### src/shared/flow_pkg.sv
// Package: constants, types and encodings for the flow and mode control block
package flow_pkg;

   // Flag word field positions
   localparam int AQ_BIT      = 14;
   localparam int BANK_BIT    = 13;
   localparam int FRAC_BIT    = 12;
   localparam int FIRMOV_BIT  = 11;
   localparam int GUARD_HI    = 10;
   localparam int GUARD_LO    = 7;
   localparam int FIQEN_BIT   = 6;
   localparam int IRQEN_BIT   = 5;
   localparam int NEST_BIT    = 4;
   localparam int PRI_HI      = 3;
   localparam int PRI_LO      = 0;

   // Reset values
   localparam logic [15:0] FLAG_RESET = 16'h0008;
   localparam logic [5:0]  DS_RESET   = 6'h00;
   localparam logic [21:0] PC_RESET   = 22'h00_0000;
   localparam logic [15:0] SP_RESET   = 16'h0000;
   localparam logic [3:0]  PRI_ALL    = 4'h8;

   // Register file indices
   localparam logic [2:0] REG_SP = 3'h0;
   localparam logic [2:0] REG_R1 = 3'h1;
   localparam logic [2:0] REG_R3 = 3'h3;
   localparam logic [2:0] REG_R4 = 3'h4;
   localparam logic [2:0] REG_BP = 3'h5;
   localparam logic [2:0] REG_SR = 3'h6;
   localparam logic [2:0] REG_PC = 3'h7;

   // Base cycle counts, before read and write wait periods
   localparam logic [7:0] CYC_SHORT  = 8'h02;
   localparam logic [7:0] CYC_JMPF   = 8'h05;
   localparam logic [7:0] CYC_JMPR   = 8'h04;
   localparam logic [7:0] CYC_CALLR  = 8'h08;
   localparam logic [7:0] CYC_RETF   = 8'h08;
   localparam logic [7:0] CYC_RETI   = 8'h08;
   localparam logic [7:0] CYC_RETIN  = 8'h0A;
   localparam logic [7:0] CYC_BREAK  = 8'h0A;

   // Software interrupt vector
   localparam logic [21:0] BREAK_VEC = 22'h00_FFF5;

   typedef enum logic [4:0] {
      OP_NOP, OP_JMPF, OP_JMPR, OP_CALLR, OP_RETF, OP_RETI, OP_BREAK,
      OP_FIQ_ON, OP_FIQ_OFF, OP_IRQ_ON, OP_IRQ_OFF,
      OP_INT_FIQ, OP_INT_IRQ, OP_INT_BOTH, OP_INT_OFF,
      OP_BANK_ON, OP_BANK_OFF, OP_FRAC_ON, OP_FRAC_OFF,
      OP_NEST_ON, OP_NEST_OFF, OP_FIRMOV_ON, OP_FIRMOV_OFF,
      OP_DS_SET, OP_DS_GET, OP_DS_IMM, OP_FLAG_SET, OP_FLAG_GET
   } opcode_t;

   // Decoded request from instruction decode
   typedef struct packed {
      logic        valid;
      opcode_t     op;
      logic [2:0]  reg_sel;
      logic [5:0]  imm6;
      logic [21:0] target;
   } instr_t;

   // Interrupt request from the interrupt controller
   typedef struct packed {
      logic       fiq;
      logic [7:0] irq;
   } irq_req_t;

endpackage

### src/rtl/flow_ctrl.sv
// Control-flow and mode instruction execution unit
// Behaviour
// - Indirect jump uses R4[5:0] and R3
// - Interrupt return pops frame, clears service
// - Interrupt return takes documented cycle count
// - No nested fast interrupt before return
// - Nesting mode saves and restores flag word
// - Higher priority normal interrupt may preempt
// - Fast on/off sets or clears enable
// - Mask set writes both enables at once
// - Segment field six bits, zero extended
// - Segment loads from six-bit immediate
// - No-operation only advances program counter
// - Flag word copied to register, and from register with bit 15 cleared
// - Shadow bank flag resets to zero
// - Fraction flag resets to zero
// - Result pair is R4 high, R3 low
`timescale 1ns/1ps
`default_nettype none
module flow_ctrl
   import flow_pkg::*;
(
   // Clock and reset
   input  wire logic        clock_in,
   input  wire logic        srst_in,
   // Instruction decode
   input  wire instr_t      instr_in,
   input  wire logic [3:0]  read_wait_in,
   input  wire logic [3:0]  write_wait_in,
   output logic             busy_out,
   // Interrupt sources
   input  wire irq_req_t    irq_in,
   output logic             fiq_taken_out,
   output logic [7:0]       irq_taken_out,
   // Stack memory port
   output logic             stack_push_out,
   output logic             stack_pop_out,
   output logic [15:0]      stack_wdata_out,
   input  wire logic [15:0] stack_rdata_in,
   // Core state
   output logic [21:0]      pc_out,
   output logic [15:0]      flag_word_out,
   output logic [15:0]      status_word_out,
   output logic             in_fiq_out,
   output logic             in_irq_out
);
   typedef enum logic [2:0] {ST_IDLE, ST_PUSH, ST_POP, ST_WAIT} state_t;

   state_t      state, next_state;
   logic [15:0] processor_flag_word, next_flag;
   logic [15:0] status_word, next_status;
   logic [21:0] pc, next_pc;
   logic [7:0]  cnt, next_cnt;
   logic [2:0]  seq, next_seq;
   logic        in_fiq, next_in_fiq;
   logic        in_irq, next_in_irq;
   logic        push_q, next_push;
   logic        pop_q, next_pop;
   logic [15:0] pdata_q, next_pdata;
   logic        popping_reti, next_popping_reti;
   logic        fiq_tk, next_fiq_tk;
   logic [7:0]  irq_tk, next_irq_tk;
   logic        busy_q, next_busy;
   logic        rf_we;
   logic [15:0] rf_wdata;
   logic [15:0] rf_rdata;
   logic [15:0] r3;
   logic [15:0] r4;
   logic [3:0]  pri;
   logic [2:0]  irq_idx;
   logic        irq_any;
   logic [7:0]  irq_enabled;
   logic [2:0]  irq_idx_q;

   assign pri = processor_flag_word[PRI_HI:PRI_LO];

   // =====================================================================
   // Register file
   flow_regfile u_regfile (
      .clock_in  (clock_in),
      .srst_in   (srst_in),
      .bank_in   (processor_flag_word[BANK_BIT]),
      .we_in     (rf_we),
      .waddr_in  (instr_in.reg_sel),
      .wdata_in  (rf_wdata),
      .raddr_in  (instr_in.reg_sel),
      .rdata_out (rf_rdata),
      .r3_out    (r3),
      .r4_out    (r4)
   );

   // =====================================================================
   // Interrupt priority
   // Levels below field enabled
   genvar g;
   generate
      for (g = 0; g < 8; g++) begin : g_lvl
         assign irq_enabled[g] = irq_in.irq[g] && (4'(g) < pri);
      end
   endgenerate

   always_comb begin
      irq_idx = 3'd0;
      irq_any = 1'b0;
      for (int i = 7; i >= 0; i--) begin
         if (irq_enabled[i]) begin
            irq_idx = 3'(i);
            irq_any = 1'b1;
         end
      end
   end

   // =====================================================================
   // Sequencer
   always_comb begin
      next_state        = state;
      next_flag         = processor_flag_word;
      next_status       = status_word;
      next_pc           = pc;
      next_cnt          = cnt;
      next_seq          = seq;
      next_in_fiq       = in_fiq;
      next_in_irq       = in_irq;
      next_push         = 1'b0;
      next_pop          = 1'b0;
      next_pdata        = pdata_q;
      next_popping_reti = popping_reti;
      next_fiq_tk       = 1'b0;
      next_irq_tk       = 8'h00;
      rf_we             = 1'b0;
      rf_wdata          = 16'h0000;
      case (state)
         ST_IDLE: begin
            if (irq_in.fiq && processor_flag_word[FIQEN_BIT] && !in_fiq) begin
               next_in_fiq = 1'b1;
               next_fiq_tk = 1'b1;
               next_pdata  = processor_flag_word;
               next_popping_reti = 1'b1;
               next_seq    = processor_flag_word[NEST_BIT] ? 3'd3 : 3'd2;
               next_state  = ST_PUSH;
               next_cnt    = CYC_BREAK + 8'(2 * read_wait_in) + 8'(2 * write_wait_in);
            end else if (irq_any && processor_flag_word[IRQEN_BIT] && !in_fiq &&
                         (!in_irq || processor_flag_word[NEST_BIT])) begin
               next_in_irq = 1'b1;
               next_irq_tk = 8'(1) << irq_idx;
               next_flag[PRI_HI:PRI_LO] = {1'b0, irq_idx};
               // Flag word saved before the level changes
               next_pdata  = processor_flag_word;
               next_popping_reti = 1'b1;
               next_seq    = processor_flag_word[NEST_BIT] ? 3'd3 : 3'd2;
               next_state  = ST_PUSH;
               next_cnt    = CYC_BREAK + 8'(2 * read_wait_in) + 8'(2 * write_wait_in);
            end else if (instr_in.valid) begin
               next_pc    = pc + 22'd1;
               next_cnt   = CYC_SHORT + 8'(read_wait_in);
               next_state = ST_WAIT;
               case (instr_in.op)
                  OP_JMPF: begin
                     next_pc  = instr_in.target;
                     next_cnt = CYC_JMPF + 8'(2 * read_wait_in);
                  end
                  OP_JMPR: begin
                     next_pc  = {r4[5:0], r3};
                     next_cnt = CYC_JMPR + 8'(read_wait_in);
                  end
                  OP_CALLR: begin
                     // Return address is pushed, target loaded after
                     next_popping_reti = 1'b0;
                     next_pdata = status_word;
                     next_seq   = 3'd2;
                     next_state = ST_PUSH;
                     next_cnt   = CYC_CALLR + 8'(read_wait_in) + 8'(2 * write_wait_in);
                  end
                  OP_RETF: begin
                     next_seq          = 3'd0;
                     next_popping_reti = 1'b0;
                     next_state        = ST_POP;
                     next_cnt          = CYC_RETF + 8'(3 * read_wait_in);
                  end
                  OP_RETI: begin
                     next_seq          = 3'd0;
                     next_popping_reti = 1'b1;
                     next_state        = ST_POP;
                     next_cnt          = processor_flag_word[NEST_BIT] ?
                        CYC_RETIN + 8'(4 * read_wait_in) : CYC_RETI + 8'(3 * read_wait_in);
                  end
                  OP_BREAK: begin
                     next_in_irq = 1'b1;
                     next_pdata  = processor_flag_word;
                     next_popping_reti = 1'b1;
                     next_seq    = processor_flag_word[NEST_BIT] ? 3'd3 : 3'd2;
                     next_state  = ST_PUSH;
                     next_cnt    = CYC_BREAK + 8'(2 * read_wait_in) + 8'(2 * write_wait_in);
                  end
                  OP_FIQ_ON:     next_flag[FIQEN_BIT] = 1'b1;
                  OP_FIQ_OFF:    next_flag[FIQEN_BIT] = 1'b0;
                  OP_IRQ_ON:     next_flag[IRQEN_BIT] = 1'b1;
                  OP_IRQ_OFF:    next_flag[IRQEN_BIT] = 1'b0;
                  OP_INT_FIQ:    next_flag[FIQEN_BIT:IRQEN_BIT] = 2'b10;
                  OP_INT_IRQ:    next_flag[FIQEN_BIT:IRQEN_BIT] = 2'b01;
                  OP_INT_BOTH:   next_flag[FIQEN_BIT:IRQEN_BIT] = 2'b11;
                  OP_INT_OFF:    next_flag[FIQEN_BIT:IRQEN_BIT] = 2'b00;
                  OP_BANK_ON:    next_flag[BANK_BIT] = 1'b1;
                  OP_BANK_OFF:   next_flag[BANK_BIT] = 1'b0;
                  OP_FRAC_ON:    next_flag[FRAC_BIT] = 1'b1;
                  OP_FRAC_OFF:   next_flag[FRAC_BIT] = 1'b0;
                  OP_NEST_ON:    next_flag[NEST_BIT] = 1'b1;
                  OP_NEST_OFF:   next_flag[NEST_BIT] = 1'b0;
                  OP_FIRMOV_ON:  next_flag[FIRMOV_BIT] = 1'b0;
                  OP_FIRMOV_OFF: next_flag[FIRMOV_BIT] = 1'b1;
                  OP_DS_SET:     next_status[15:10] = rf_rdata[5:0];
                  OP_DS_GET: begin
                     rf_we    = 1'b1;
                     rf_wdata = {10'h000, status_word[15:10]};
                  end
                  OP_DS_IMM:     next_status[15:10] = instr_in.imm6;
                  OP_FLAG_SET:   next_flag = {1'b0, rf_rdata[14:0]};
                  OP_FLAG_GET: begin
                     rf_we    = 1'b1;
                     rf_wdata = processor_flag_word;
                  end
                  default: ;
               endcase
            end
         end
         ST_PUSH: begin
            next_cnt  = cnt - 8'd1;
            next_push = 1'b1;
            case (seq)
               3'd3:    next_pdata = pdata_q;
               3'd2:    next_pdata = status_word;
               3'd1:    next_pdata = {10'h000, pc[21:16]};
               default: next_pdata = pc[15:0];
            endcase
            if (seq == 3'd0) begin
               next_state = ST_WAIT;
               if (popping_reti) begin
                  next_pc = BREAK_VEC;
               end else begin
                  next_pc = {r4[5:0], r3};
               end
            end
            next_seq = seq - 3'd1;
         end
         ST_POP: begin
            next_cnt = cnt - 8'd1;
            next_pop = 1'b1;
            case (seq)
               3'd3:    next_flag   = stack_rdata_in;
               3'd2:    next_status = stack_rdata_in;
               3'd1:    next_pc     = {stack_rdata_in[5:0], pc[15:0]};
               default: next_pc     = {pc[21:16], stack_rdata_in};
            endcase
            // Last pushed word comes back first
            if (seq == ((popping_reti && processor_flag_word[NEST_BIT]) ? 3'd3 : 3'd2)) begin
               next_state = ST_WAIT;
               if (popping_reti) begin
                  if (in_fiq) begin
                     next_in_fiq = 1'b0;
                  end else begin
                     next_in_irq = 1'b0;
                  end
               end
            end
            next_seq = seq + 3'd1;
         end
         ST_WAIT: begin
            next_cnt = cnt - 8'd1;
            if (cnt <= 8'd1) begin
               next_state = ST_IDLE;
            end
         end
         default: next_state = ST_IDLE;
      endcase
      next_busy = (next_state != ST_IDLE);
   end

   always_ff @(posedge clock_in) begin
      if (srst_in) begin
         state               <= ST_IDLE;
         processor_flag_word <= FLAG_RESET;
         status_word         <= {DS_RESET, 10'h000};
         pc                  <= PC_RESET;
         cnt                 <= 8'h00;
         seq                 <= 3'd0;
         in_fiq              <= 1'b0;
         in_irq              <= 1'b0;
         push_q              <= 1'b0;
         pop_q               <= 1'b0;
         pdata_q             <= 16'h0000;
         popping_reti        <= 1'b0;
         fiq_tk              <= 1'b0;
         irq_tk              <= 8'h00;
         busy_q              <= 1'b0;
      end else begin
         state               <= next_state;
         processor_flag_word <= next_flag;
         status_word         <= next_status;
         pc                  <= next_pc;
         cnt                 <= next_cnt;
         seq                 <= next_seq;
         in_fiq              <= next_in_fiq;
         in_irq              <= next_in_irq;
         push_q              <= next_push;
         pop_q               <= next_pop;
         pdata_q             <= next_pdata;
         popping_reti        <= next_popping_reti;
         fiq_tk              <= next_fiq_tk;
         irq_tk              <= next_irq_tk;
         busy_q              <= next_busy;
      end
   end

   assign busy_out        = busy_q;
   assign stack_push_out  = push_q;
   assign stack_pop_out   = pop_q;
   assign stack_wdata_out = pdata_q;
   assign pc_out          = pc;
   assign flag_word_out   = processor_flag_word;
   assign status_word_out = status_word;
   assign in_fiq_out      = in_fiq;
   assign in_irq_out      = in_irq;
   assign fiq_taken_out   = fiq_tk;
   assign irq_taken_out   = irq_tk;

   // =====================================================================
   // Checks
   flag_reset_a: assert property (@(posedge clock_in)
      $past(srst_in) |-> processor_flag_word == FLAG_RESET)
      else $error("flag word not at reset value");
   fiq_block_a: assert property (@(posedge clock_in) disable iff (srst_in)
      $past(in_fiq) |-> !fiq_tk)
      else $error("fast interrupt taken while in service");
   jmpr_target_a: assert property (@(posedge clock_in) disable iff (srst_in)
      (state == ST_IDLE && !fiq_tk && instr_in.valid && instr_in.op == OP_JMPR &&
       !(irq_in.fiq && processor_flag_word[FIQEN_BIT] && !in_fiq) && !irq_any)
      |=> pc == {$past(r4[5:0]), $past(r3)})
      else $error("indirect jump target wrong");
   int_both_a: assert property (@(posedge clock_in) disable iff (srst_in)
      (state == ST_IDLE && instr_in.valid && instr_in.op == OP_INT_BOTH && !irq_any &&
       !irq_in.fiq) |=> processor_flag_word[FIQEN_BIT:IRQEN_BIT] == 2'b11)
      else $error("mask set did not enable both");
   ds_get_a: assert property (@(posedge clock_in) disable iff (srst_in)
      rf_we && instr_in.op == OP_DS_GET |-> rf_wdata[15:6] == 10'h000)
      else $error("segment read not zero extended");
   irq_level_a: assert property (@(posedge clock_in) disable iff (srst_in)
      (|irq_tk) |-> $past(pri) > 4'(irq_idx_q))
      else $error("normal interrupt above level taken");
   nop_flags_a: assert property (@(posedge clock_in) disable iff (srst_in)
      (state == ST_IDLE && instr_in.valid && instr_in.op == OP_NOP && !irq_any &&
       !irq_in.fiq) |=> $stable(processor_flag_word) && $stable(status_word))
      else $error("no-operation changed state");
   reti_clear_a: assert property (@(posedge clock_in) disable iff (srst_in)
      (state == ST_POP && next_state == ST_WAIT && popping_reti && in_fiq) |=> !in_fiq)
      else $error("fast service flag not cleared");

   always_ff @(posedge clock_in) begin
      irq_idx_q <= irq_idx;
   end
endmodule
`default_nettype wire

### src/rtl/flow_regfile.sv
// Eight-entry general register file with shadow bank and registered read
`timescale 1ns/1ps
`default_nettype none
module flow_regfile
   import flow_pkg::*;
(
   // Clock and reset
   input  wire logic        clock_in,
   input  wire logic        srst_in,
   // Shadow mapping
   input  wire logic        bank_in,
   // Write port
   input  wire logic        we_in,
   input  wire logic [2:0]  waddr_in,
   input  wire logic [15:0] wdata_in,
   // Read ports
   input  wire logic [2:0]  raddr_in,
   output logic      [15:0] rdata_out,
   output logic      [15:0] r3_out,
   output logic      [15:0] r4_out
);
   logic [15:0] main_q [8];
   logic [15:0] shadow_q [4];
   logic        is_gen_w;
   logic        is_gen_r;

   assign is_gen_w = (waddr_in >= REG_R1) && (waddr_in <= REG_R4);
   assign is_gen_r = (raddr_in >= REG_R1) && (raddr_in <= REG_R4);

   // =====================================================================
   // Storage
   always_ff @(posedge clock_in) begin
      if (srst_in) begin
         rdata_out <= 16'h0000;
         r3_out    <= 16'h0000;
         r4_out    <= 16'h0000;
      end else begin
         if (we_in && bank_in && is_gen_w) begin
            shadow_q[waddr_in[1:0] - 2'd1] <= wdata_in;
         end else if (we_in) begin
            main_q[waddr_in] <= wdata_in;
         end
         rdata_out <= (bank_in && is_gen_r) ? shadow_q[raddr_in[1:0] - 2'd1]
                                            : main_q[raddr_in];
         r3_out <= bank_in ? shadow_q[2] : main_q[REG_R3];
         r4_out <= bank_in ? shadow_q[3] : main_q[REG_R4];
      end
   end
endmodule
`default_nettype wire

### config.mk
export PLATFORM = sky130hd
export DESIGN_NAME = flow_ctrl
export DESIGN_NICKNAME = d
export VERILOG_FILES = /design/src/shared/flow_pkg.sv /design/src/rtl/flow_ctrl.sv /design/src/rtl/flow_regfile.sv
export SDC_FILE = /design/constraint.sdc
export NUM_CORES = 1
export LEC_CHECK = 0
export ABC_AREA = 1
export BUFFER_PORTS_ARGS = -buffer_cell sky130_fd_sc_hd__buf_4
export CAP_MARGIN = 30
export CORE_ASPECT_RATIO = 0.5
export CORE_MARGIN = 2
export CORE_UTILIZATION = 41
export CTS_BUF_LIST = sky130_fd_sc_hd__clkbuf_4
export CTS_CLUSTER_DIAMETER = 60
export DETAILED_ROUTE_END_ITERATION = 10
export PLACE_DENSITY = 0.67
export SYNTH_ARGS = -nofsm -noshare
export SYNTH_HDL_FRONTEND = slang
export SYNTH_SLANG_ARGS = --single-unit
export TNS_END_PERCENT = 20
### constraint.sdc
create_clock -name clock_in -period 5.3 [get_ports clock_in]
set_clock_uncertainty 0.1 [all_clocks]
set_input_delay 0.265 -clock clock_in [delete_from_list [all_inputs] [get_ports clock_in]]
set_output_delay 0.265 -clock clock_in [all_outputs]
set_load 0.02 [all_outputs]
# Word level (Yosys, flattened, before mapping)
# Memory sizes are Yosys's and may differ from the RTL's.
# Cells that the tools add are included.
# op_classes
n_addsub	14
n_mul	1
n_lt_le_gt_ge	11
eq_ne	62
shifts	1
mux	111
bitwise	2
reduce_logical	61
# ops
cell	n
$mux 16	12
$pmux 16 s2	4
$mux 22	5
$pmux 22 s2	2
$pmux 22 s3	1
$eq 5x5->1 const B	12
$mux 3	17
$pmux 16 s3	1
$reduce_and 6->1	8
$pmux 7 s6	1
$eq 5x4->1 const B	8
$mux 1	38
$mux 6	4
$mux 8	3
$pmux 6 s2	2
$add 22x1->22 const B	1
$ne 2x2->1 const B	11
$reduce_and 7->1	3
$eq 5x3->1 const B	4
$logic_and 1x1->1	18
$pmux 1 s3	6
$pmux 3 s3	2
$lt 3x4->1 const A	4
$ne 4x1->1 const B	4
other kinds (55)	92
# word_totals
regBits	136
mem_bits_rw	192
inputBits	72
out_inout_bits	84
wordCells	292
mem_count	2
# memory_table
name	words	width	rd	rd_ports_with_merged_regs	write_ports	line	rtl
u_regfile.main_q	8	16	3	0	1	flow_regfile.sv:22	logic [15:0] main_q [8];
u_regfile.shadow_q	4	16	3	0	1	flow_regfile.sv:23	logic [15:0] shadow_q [4];

# Logic depth before layout (Yosys ltp)
# Gate-level depths: netlist (run 1).
# depth
ltp_word	21
ltp_mapped	16
ltp_nobuf	15

# Hierarchy
# A second synthesis (run 1) with hierarchy kept.
# hier_totals
cells_unflattened	2217
area_unflattened_um2	17693.2
# by_module_without_submodules
mod	n_inst	cells_each	area_per_inst_um2	seq_area_each_um2
flow_regfile	1	860	9529.1	6726.5
flow_ctrl	1	1357	8164.1	1981.9

# Worst setup path before layout (run 1)
# Ideal clock, no wire load.
# synth_path
path_kind	input -> register
startpoint	input port instr_in[28] (netlist name)
endpoint	memory u_regfile.main_q[3][0] (enable)
setup_ps	388
t_arrival_ps	2732
required_ps	4812
slack_ps	2080
stages	11
path_buffers	3
path_cell_list	clkbuf_1 > inv_1 > clkbuf_1 > clkbuf_1 > ha_1 > o21ai_0 > a31oi_1 > nor2_1 > nand4_1 > or2_1 > nor2_1
# synth_via
elab_chain_len	6
word_cells_on_any_way	7
classes_between	order compare (2); mux (3); reduce/logical (2)
# synth_lines
element	line	rtl
from (decl)	flow_ctrl.sv:27	input wire instr_t instr_in,
$ge 3x1->1 or $le 3x3->1 (tied branches)	flow_regfile.sv:27	assign is_gen_w = (waddr_in >= REG_R1) && (waddr_in <= REG_R4);
$logic_and 1x1->1	flow_regfile.sv:27	
$logic_and 1x1->1	flow_regfile.sv:38	if (we_in && bank_in && is_gen_w) begin
$mux 1	flow_regfile.sv:38	
$mux 1	flow_regfile.sv:33	if (srst_in) begin
$mux 1 (not written as such)	flow_regfile.sv:41	main_q[waddr_in] <= wdata_in;
to (decl)	flow_regfile.sv:22	
# Several ways; a longest one is shown, not always the timed one.

# Final worst setup path (run 1)
# layout_path
startpoint	register seq[0]
endpoint	register pc[0], in the netlist pc_out[0]
# layout_via
elab_chain_len	4
word_cells_on_any_way	9
classes_between	eq/ne (6); reduce/logical (3)
# layout_lines
element	line	rtl
from (decl)	flow_ctrl.sv:54	logic [2:0] seq, next_seq;
from (signal assigned)	flow_ctrl.sv:301	seq <= next_seq;
$eq 3x2->1	flow_ctrl.sv:248	case (seq)
$reduce_or 2->1 (no line)	n/a	
$ne 2x2->1 (no line)	n/a	
$reduce_and 7->1 (no line) (*)	n/a	
to (signal assigned)	flow_ctrl.sv:299	pc <= next_pc;
to (decl)	flow_ctrl.sv:52	logic [21:0] pc, next_pc;
# Every way passes the cells marked *; elsewhere a longest branch is shown, timed or not.
# A chain may end at the register's enable or synchronous reset.

==> summary.md, run 1 <==
| Metric | Value |
|---|---|
| Status | `complete, no violations` |
| Placed instance area | `approximately 18000 sq um` |
| Ranking of synthesized cells by area | `edfxtp_1 (34%), dfxtp_1 (17%), nand2_1 (8.8%)` |
| Die footprint | `about 40000 sq um` |
| Final hold violations | `0` |
| Top-Level Pins | `156` |
| Crit path time final | `3870 ps` |
| Initial core utilization | `41.3%` |
| Grt ovf | `0` |
| Yosys reg bits | `~320` |
| Syn Area/Cell | `between 8 and 9 sq um` |
| Gr busiest metal | `met2` |
| Slew HR | `between 30% and 40%` |
| Kind of critical path | `flop to flop` |
| Cell variety after synth | `51` |
| Commonest non-fill, non-tap cell in the layout | `nand2_1` |
| Clock sink total | `approximately 320` |
| Seq pwr share | `44.6%` |
| Endpoints failing setup | `0` |
| Crit path capture type | `flop` |
| Antenna violations before repair | `2` |
| 1st-iter DRT viols | `approximately 1700` |
| Post-synth top area share | `between 30% and 40%` |
| Combinational share of power | `a little under a quarter` |
| Mapped Cells | `~2000` |
| WL final | `around 55000 microns` |
| Final std cell area, no fill | `19400 sq um` |
| Met2 Use GR | `between 30% and 40%` |
| Static leakage | `8.05 nW` |
| Largest net degree at the start of global routing | `110` |
| Depth of the CTS H-tree | `3` |
| Yosys top cell by area | `edfxtp_1` |
| Slew Limit Fails | `0` |
| Die H | `144 microns` |
| Area delta synth->final | `21.3%` |
| Hpwl dp | `slightly below 40000 microns` |
| Pre-CTS WS | `approximately 1800 ps` |
| DRT Pass-1 Iters | `7` |
| CP required | `about 6000 ps` |
| Grt met3 use | `6.65%` |
| Warnings from Yosys | `0` |
| First-pass GRT wire length | `between 80000 and 90000 microns` |
| Most frequent cells in the layout | `nand2_1 (375), nor2_1 (293), o21ai_0 (248), inv_1 (183), edfxtp_1 (182)` |
| Die Width | `about 280 microns` |
| Crit share post-route | `about three quarters` |
| Fin cells | `2808` |
| Clock power share | `about 32%` |
| Power per cell area | `approximately 330 nW/um^2` |
| Sequential share of the synthesized area | `between 50 and 60%` |
| Final #Nets | `between 2000 and 2500` |
| CTS root buf | `clkbuf_4` |
| Final WS setup | `~1400 ps` |
| Post-DR vias/cell | `between 5 and 6` |
| RSZ-0062 raised after global routing | `false` |
| Syn Nets | `around 2100` |
| Hold Crit Class | `input pin to flop` |
| Total Neg Setup Slack | `0 ps` |
| Maximum VDD drop | `between 0.0001 and 0.00015 V` |
| Crit-path max FO | `23` |
| Clock buffer count from CTS | `79` |
| GRT Total Usage | `26.3%` |
| Placer Congestion | `about 0.95` |
| Port Buffers | `155` |
| Wire per inst | `~19 microns` |
| Met1 Use GR | `around 37%` |
| Internal | `4.25 mW` |
| Switching share of total power | `34.0%` |
| Placed cells | `2588` |
| Worst Path Arrival | `4520 ps` |
| CTS max path bufs | `3` |
| Row count | `between 50 and 60` |
| DRC Markers | `0` |
| Final ANT Viol Nets | `0` |
| Pwr Total | `around 6.4 mW` |
| Worst-path clk slew | `around 80 ps` |
| Net Sw Power | `roughly 2.2 mW` |
| Fmax | `258 MHz` |
| CTS tree | `yes` |
| Number of global-route vias before repair | `between 10000 and 15000` |
| Max-cap viol count | `0` |
| Worst slew pin tran | `1000 ps` |
| Layout cells sized above 1 | `between 10% and 20%` |
| Via count | `around 15000` |
| Core ar. | `38700 sq um` |
| Cell Area, Synth | `about 16000 sq um` |
| Clk Latency, worst-skew pair | `around 800 ps` |
| Startpoint types | `flop` |
## stage by stage
stage               hold slack (ps)  utilization [%]
finish                          109             50.1
detailed placement              363             45.6
floorplan                       312                -
global route                    110             50.1
CTS                            53.6             50.0
global placement                369             45.4
## kinds of logic (layout without fill, tap and decap cells)
group | after synthesis | count (layout) | share of synthesized area [%]
simple gates | 830 | 830 | 21.5
compound gates | 473 | 473 | 16.2
flops | 318 | 318 | 51.3
buf+inv | 290 | 601 | 7.12
fa+ha+maj | 37 | 37 | 3.04
xor+xnor | 15 | 15 | 0.823
other cells | 1 | 4 | 0.0235
## synth_stat cells (all sizes together)
library cell	instances
nand2	381
nor2	299
o21ai	252
inv	195
edfxtp	182
dfxtp	136
a21oi	114
nand3	91
clkbuf	60
o22ai	60
ha	34
buf	32
nand4	25
nor3	23
xor2	10
o211ai	9
or2	7
a221oi	6
a211oi	5
a31oi	5
xnor2	5
a22o	4
a22oi	4
clkinv	3
fa	3
o221ai	3
o311ai	3
o31ai	3
nor4	2
a21boi	1
a221o	1
a31o	1
and3	1
conb	1
nand3b	1
o21a	1
o21bai	1
## power by group through the flow
stage	Sequential, mW	Clock (mW)	Combinational [mW]
CTS	2.87	2.12	1.46
floorplan	2.96	0	0.830
global route	2.88	2.25	1.63
finish	2.87	2.08	1.49
detailed placement	2.92	0	1.40
global placement	2.92	0	1.39
## worst max-delay path: stages, from the launching register on
cell	delay, ps
dfxtp_1	460
inv_1	130
ha_1	220
nand2_2	350
nor2_1	170
inv_1	530
nand4_1	270
nor2_1	190
nand3_2	250
inv_2	370
nand2_1	100
a21oi_1	130
dlygate4sd3_1	560
## final timing paths
check	cells past startpoint	to	start	slack (ps)
max reg2reg	12	pc_out[0]	seq[0]	1430
min	6	irq_taken_out[4]	irq_in[2]	110
min reg2reg	2	u_regfile.r3_out[15]	u_regfile.shadow_q[2][15]	390
max	12	pc_out[0]	seq[0]	1430
## final cells by class
type / instances / area (sq um)
fillers: 3711 / 19300
well taps: 530 / 663
multi-input cells: 1356 / 6640
diodes: 3 / 7.51
inverters: 198 / 743
flip-flops and latches: 318 / 8190
repair buffers: 258 / 2100
clock inverters: 28 / 136
clock buffers: 117 / 878
## routing by layer
metal | routed length (microns) | vias up
met5 | 0 | -
met4 | 1850 | 0
met3 | 5710 | 119
met2 | 23300 | 755
met1 | 23600 | 6945
li1 | - | 7176
## sequential cells by signal, indices dropped and copies added, names as in the netlist
register / cells
busy_out: 1
u_regfile.shadow_q: 61
in_irq_out: 1
status_word_out: 16
seq: 3
stack_push_out: 1
stack_pop_out: 1
state: 3
u_regfile.r4_out: 6
in_fiq_out: 1
pc_out: 22
popping_reti: 1
u_regfile.r3_out: 16
flag_word_out: 16
irq_taken_out: 8
stack_wdata_out: 16
u_regfile.rdata_out: 15
cnt: 8
fiq_taken_out: 1
u_regfile.main_q: 121
## timing repair
| item | in CTS | in global routing |
|---|---|---|
| hold buffers | 72 | 0 |
| hold endpoints to repair | 98 | 0 |
| buffers inserted | 0 | 0 |
| resized for setup | 0 | 0 |
(Power assumes the default switching activity.)
==> run 2, diff against run 1 <==
ABC_AREA = 0   (was 1)
clock period = 3.9 ns   (was 5.3 ns; I/O delays follow)
==> run 2 against run 1 <==
Effect of this change: synthesized cell count down 23%; clock power up 34%; die area up 1.2%; non-clock buffer count up 36; critical path depth down 6; wire length up 3.2%; global-route usage up 0.62 points; worst setup slack worse by 810 ps; first-iteration DRC count down 1.1%; sequential share of layout area down 0.85 points; utilization up 0.77 points; worst hold slack worse by 45 ps; critical path type unchanged; largest power group unchanged.
==> summary.md, run 2 <==
| Metric | Value |
|---|---|
| Status | `complete, no violations (unchanged)` |
| CP required | `4220 ps (was 5950 ps)` |
| Most frequent cells in the layout | `buf_4 (209), edfxtp_1 (182), nor2_1 (176), dfxtp_1 (136), nand2_1 (120) (was nand2_1 (375), nor2_1 (293), o21ai_0 (248), inv_1 (183), edfxtp_1 (182))` |
| Worst-path clk slew | `60 ps (was 80 ps)` |
| WL final | `56200 microns (was 54500 microns)` |
| Largest net degree at the start of global routing | `65 (was 110)` |
| Ys flop type | `edfxtp_1 (unchanged)` |
| Syn Nets | `1627 (was 2073)` |
| Fillers | `3465 (was 3711)` |
| Slew HR | `29.8% (was 32.8%)` |
| Register area | `8190 sq um (unchanged)` |
| Top reg by flops | `u_regfile.main_q (unchanged)` |
| Worst slew pin tran | `1050 ps (was 1000 ps)` |
| Top-Level Pins | `156 (unchanged)` |
| Hold Crit Class | `input pin to flop (unchanged)` |
| Total Neg Setup Slack | `0 ps (unchanged)` |
| Placer Congestion | `0.980 (was 0.949)` |
| Layout cells sized above 1 | `22.7% (was 15.3%)` |
| Power per cell area | `382 nW/um^2 (was 333 nW/um^2)` |
| Async S/R FF share, synth | `0% (unchanged)` |
| Pwr Total | `7.55 mW (was 6.44 mW)` |
| Port Buffers | `155 (unchanged)` |
| Max reg flops | `121 (unchanged)` |
| Synth top cells by count | `edfxtp_1 (182), nor2_1 (176), dfxtp_1 (136) (was nand2_1 (375), nor2_1 (293), o21ai_0 (248))` |
| Number of global-route vias before repair | `13300 (was 14000)` |
| Warnings from Yosys | `0 (unchanged)` |
| Sequential share of the synthesized area | `50.7% (was 51.3%)` |
| Fmax | `305 MHz (was 258 MHz)` |
| GRT Total Usage | `26.9% (was 26.3%)` |
| DRC Markers | `0 (unchanged)` |
| Placed cells | `2145 (was 2588)` |
| Die H | `144 microns (about the same)` |
| Post-CTS Setup Bufs | `0 (unchanged)` |
| Startpoint types | `flop (unchanged)` |
| Fin cells | `2370 (was 2808)` |
| Max-cap viol count | `0 (unchanged)` |
| Commonest non-fill, non-tap cell in the layout | `buf_4 (was nand2_1)` |
| First-pass GRT wire length | `82900 microns (was 82000 microns)` |
| Clock sink total | `318 (unchanged)` |
| Crit path time final | `3280 ps (was 3870 ps)` |
| RSZ-0062 raised after global routing | `false (unchanged)` |
| Yosys top cell by area | `edfxtp_1 (unchanged)` |
| CTS tree | `yes (unchanged)` |
| Final #Nets | `1890 (was 2320)` |
| Core Util, Final | `50.8% (was 50.1%)` |
| Worst Path Arrival | `3600 ps (was 4520 ps)` |
| Grt ovf | `0 (unchanged)` |
| Yosys reg bits | `318 (unchanged)` |
| CTS root buf | `clkbuf_4 (unchanged)` |
| Syn Area/Cell | `10.6 sq um (was 8.13 sq um)` |
| Hpwl dp | `38800 microns (was 38600 microns)` |
| PostCTS Resize Cnt | `0 (unchanged)` |
| Core ar. | `38900 sq um (was 38700 sq um)` |
| Final hold violations | `0 (unchanged)` |
| Ranking of synthesized cells by area | `edfxtp_1 (34%), dfxtp_1 (17%), mux4_2 (6.3%) (was edfxtp_1 (34%), dfxtp_1 (17%), nand2_1 (8.8%))` |
| Area delta synth->final | `22.2% (was 21.3%)` |
| Post-DR vias/cell | `5.97 (was 5.34)` |
| 1st-iter DRT viols | `1661 (was 1680)` |
| Crit-path max FO | `14 (was 23)` |
| Area occupied by multi-input gates | `7360 sq um (was 6640 sq um)` |
| Depth of the CTS H-tree | `3 (unchanged)` |
| Row count | `51 (unchanged)` |
| Clock buffer count from CTS | `79 (unchanged)` |
| Via count | `14100 (was 15000)` |
| Cell Area, Synth | `16200 sq um (was 16000 sq um)` |
| Die footprint | `41100 sq um (was 40600 sq um)` |
| Kind of critical path | `flop to flop (unchanged)` |
| Mapped Cells | `1518 (was 1964)` |
| Crit share post-route | `84.1% (was 73.0%)` |
| Static leakage | `7.33 nW (was 8.05 nW)` |
| Die Width | `285 microns (was 283 microns)` |
| Crit path capture type | `flop (unchanged)` |
| EDFF count, synth | `182 (unchanged)` |
| Final ANT Viol Nets | `0 (unchanged)` |
| DRT Pass-1 Iters | `6 (was 7)` |
| Endpoints failing setup | `0 (unchanged)` |
| Maximum VDD drop | `0.000187 V (was 0.000136 V)` |
| Most numerous cell in the Yosys netlist | `edfxtp_1 (was nand2_1)` |
| Cell variety after synth | `95 (was 51)` |
| Clk Latency, worst-skew pair | `790 ps (was 800 ps)` |
| Wire per inst | `23.7 microns (was 19.4 microns)` |
| Initial core utilization | `41.6% (was 41.3%)` |
| Slew Limit Fails | `0 (unchanged)` |
| Antenna violations before repair | `4 (was 2)` |
| CTS max path bufs | `3 (unchanged)` |
| Post-synth top area share | `33.8% (was 34.2%)` |
-- run 2: cell types whose count changed after synthesis, sizes merged, moves of 18 or more --
cell,previous run,this run
mux4,0,45
nand2,381,121
a311oi,0,19
and2,0,25
a21oi,114,96
o22ai,60,13
nand3,91,50
o21ai,252,85
a211o,0,18
mux2i,0,45
inv,195,35
nor2,299,178
a22oi,4,34
-- run 2: area by class of cell --
class                           count  area share (%)
Multi-Input combinational cell   1051            37.3
Inverter                           37           0.703
Timing Repair Buffer              294            12.2
Clock buffer                      114            4.33
Antenna cell                        2          0.0253
Tap cell                          530            3.36
Sequential cell                   318            41.4
Clock inverter                     24           0.621
-- run 2: layer usage --
layer / up-vias / share of wire (%) / track usage, % / wire (microns)
met4: 2 / 4.3 / 12.6 / 2440
met2: 814 / 45 / 41.9 / 25200
li1: 6335 / - / - / -
met3: 151 / 9.9 / 5.95 / 5590
met5: - / 0.023 / 0 / 13
met1: 6841 / 41 / 36.0 / 23000
-- run 2: power breakdown --
group	internal, mW	leakage, nW	switching (mW)
combinational	0.421	3.88	0.637
sequential	3.58	2.87	0.124
clock	1.36	0.578	1.43
-- run 2: cells by family (layout without fill, tap and decap cells) --
kind of cell | after synthesis | count (layout) | synth area share [%]
xor gates and xnor gates | 22 | 22 | 1.19
adders and majority gates | 38 | 38 | 3.07
DFF | 318 | 318 | 50.7
buffers and inverters | 149 | 469 | 3.89
muxes | 92 | 92 | 9.20
other | 1 | 3 | 0.0232
AOI/OAI and AO/OA | 411 | 411 | 17.7
and+or+nand+nor | 487 | 487 | 14.3
-- run 2: per-stage QoR --
stage | setup WS [ps] | hold slack [ps] | cell area [sq um]
final | 619 | 64.3 | 19800
after detailed placement | 694 | 352 | 17900
after floorplan | 199 | 225 | 16200
after CTS | 691 | 15.8 | 19800
after global placement | 740 | 349 | 17900
after global routing | 445 | 74.0 | 19800
-- run 2: path summary, 6_finish.rpt --
kind / from / to / slack [ps] / cells after the start
setup / recovery: flag_word_out[3] / u_regfile.main_q[7][3] / 620 / 6
hold / removal: irq_in[5] / irq_taken_out[4] / 60 / 5
setup reg to reg: flag_word_out[3] / u_regfile.main_q[7][3] / 620 / 6
hold reg to reg: u_regfile.main_q[3][15] / u_regfile.r3_out[15] / 350 / 2
-- run 2: repair_timing --
| action | CTS | global route |
|---|---|---|
| hold endpoints to repair | 101 | 0 |
| hold buffers | 85 | 0 |
| setup endpoints to repair | 0 | 0 |
-- run 2: worst max-delay path: stages (launching register included) --
cell	delay, ps
dfxtp_1	490
o41ai_4	530
o211ai_4	170
o31ai_4	270
buf_4	260
nand3_1	330
nor2_1	780
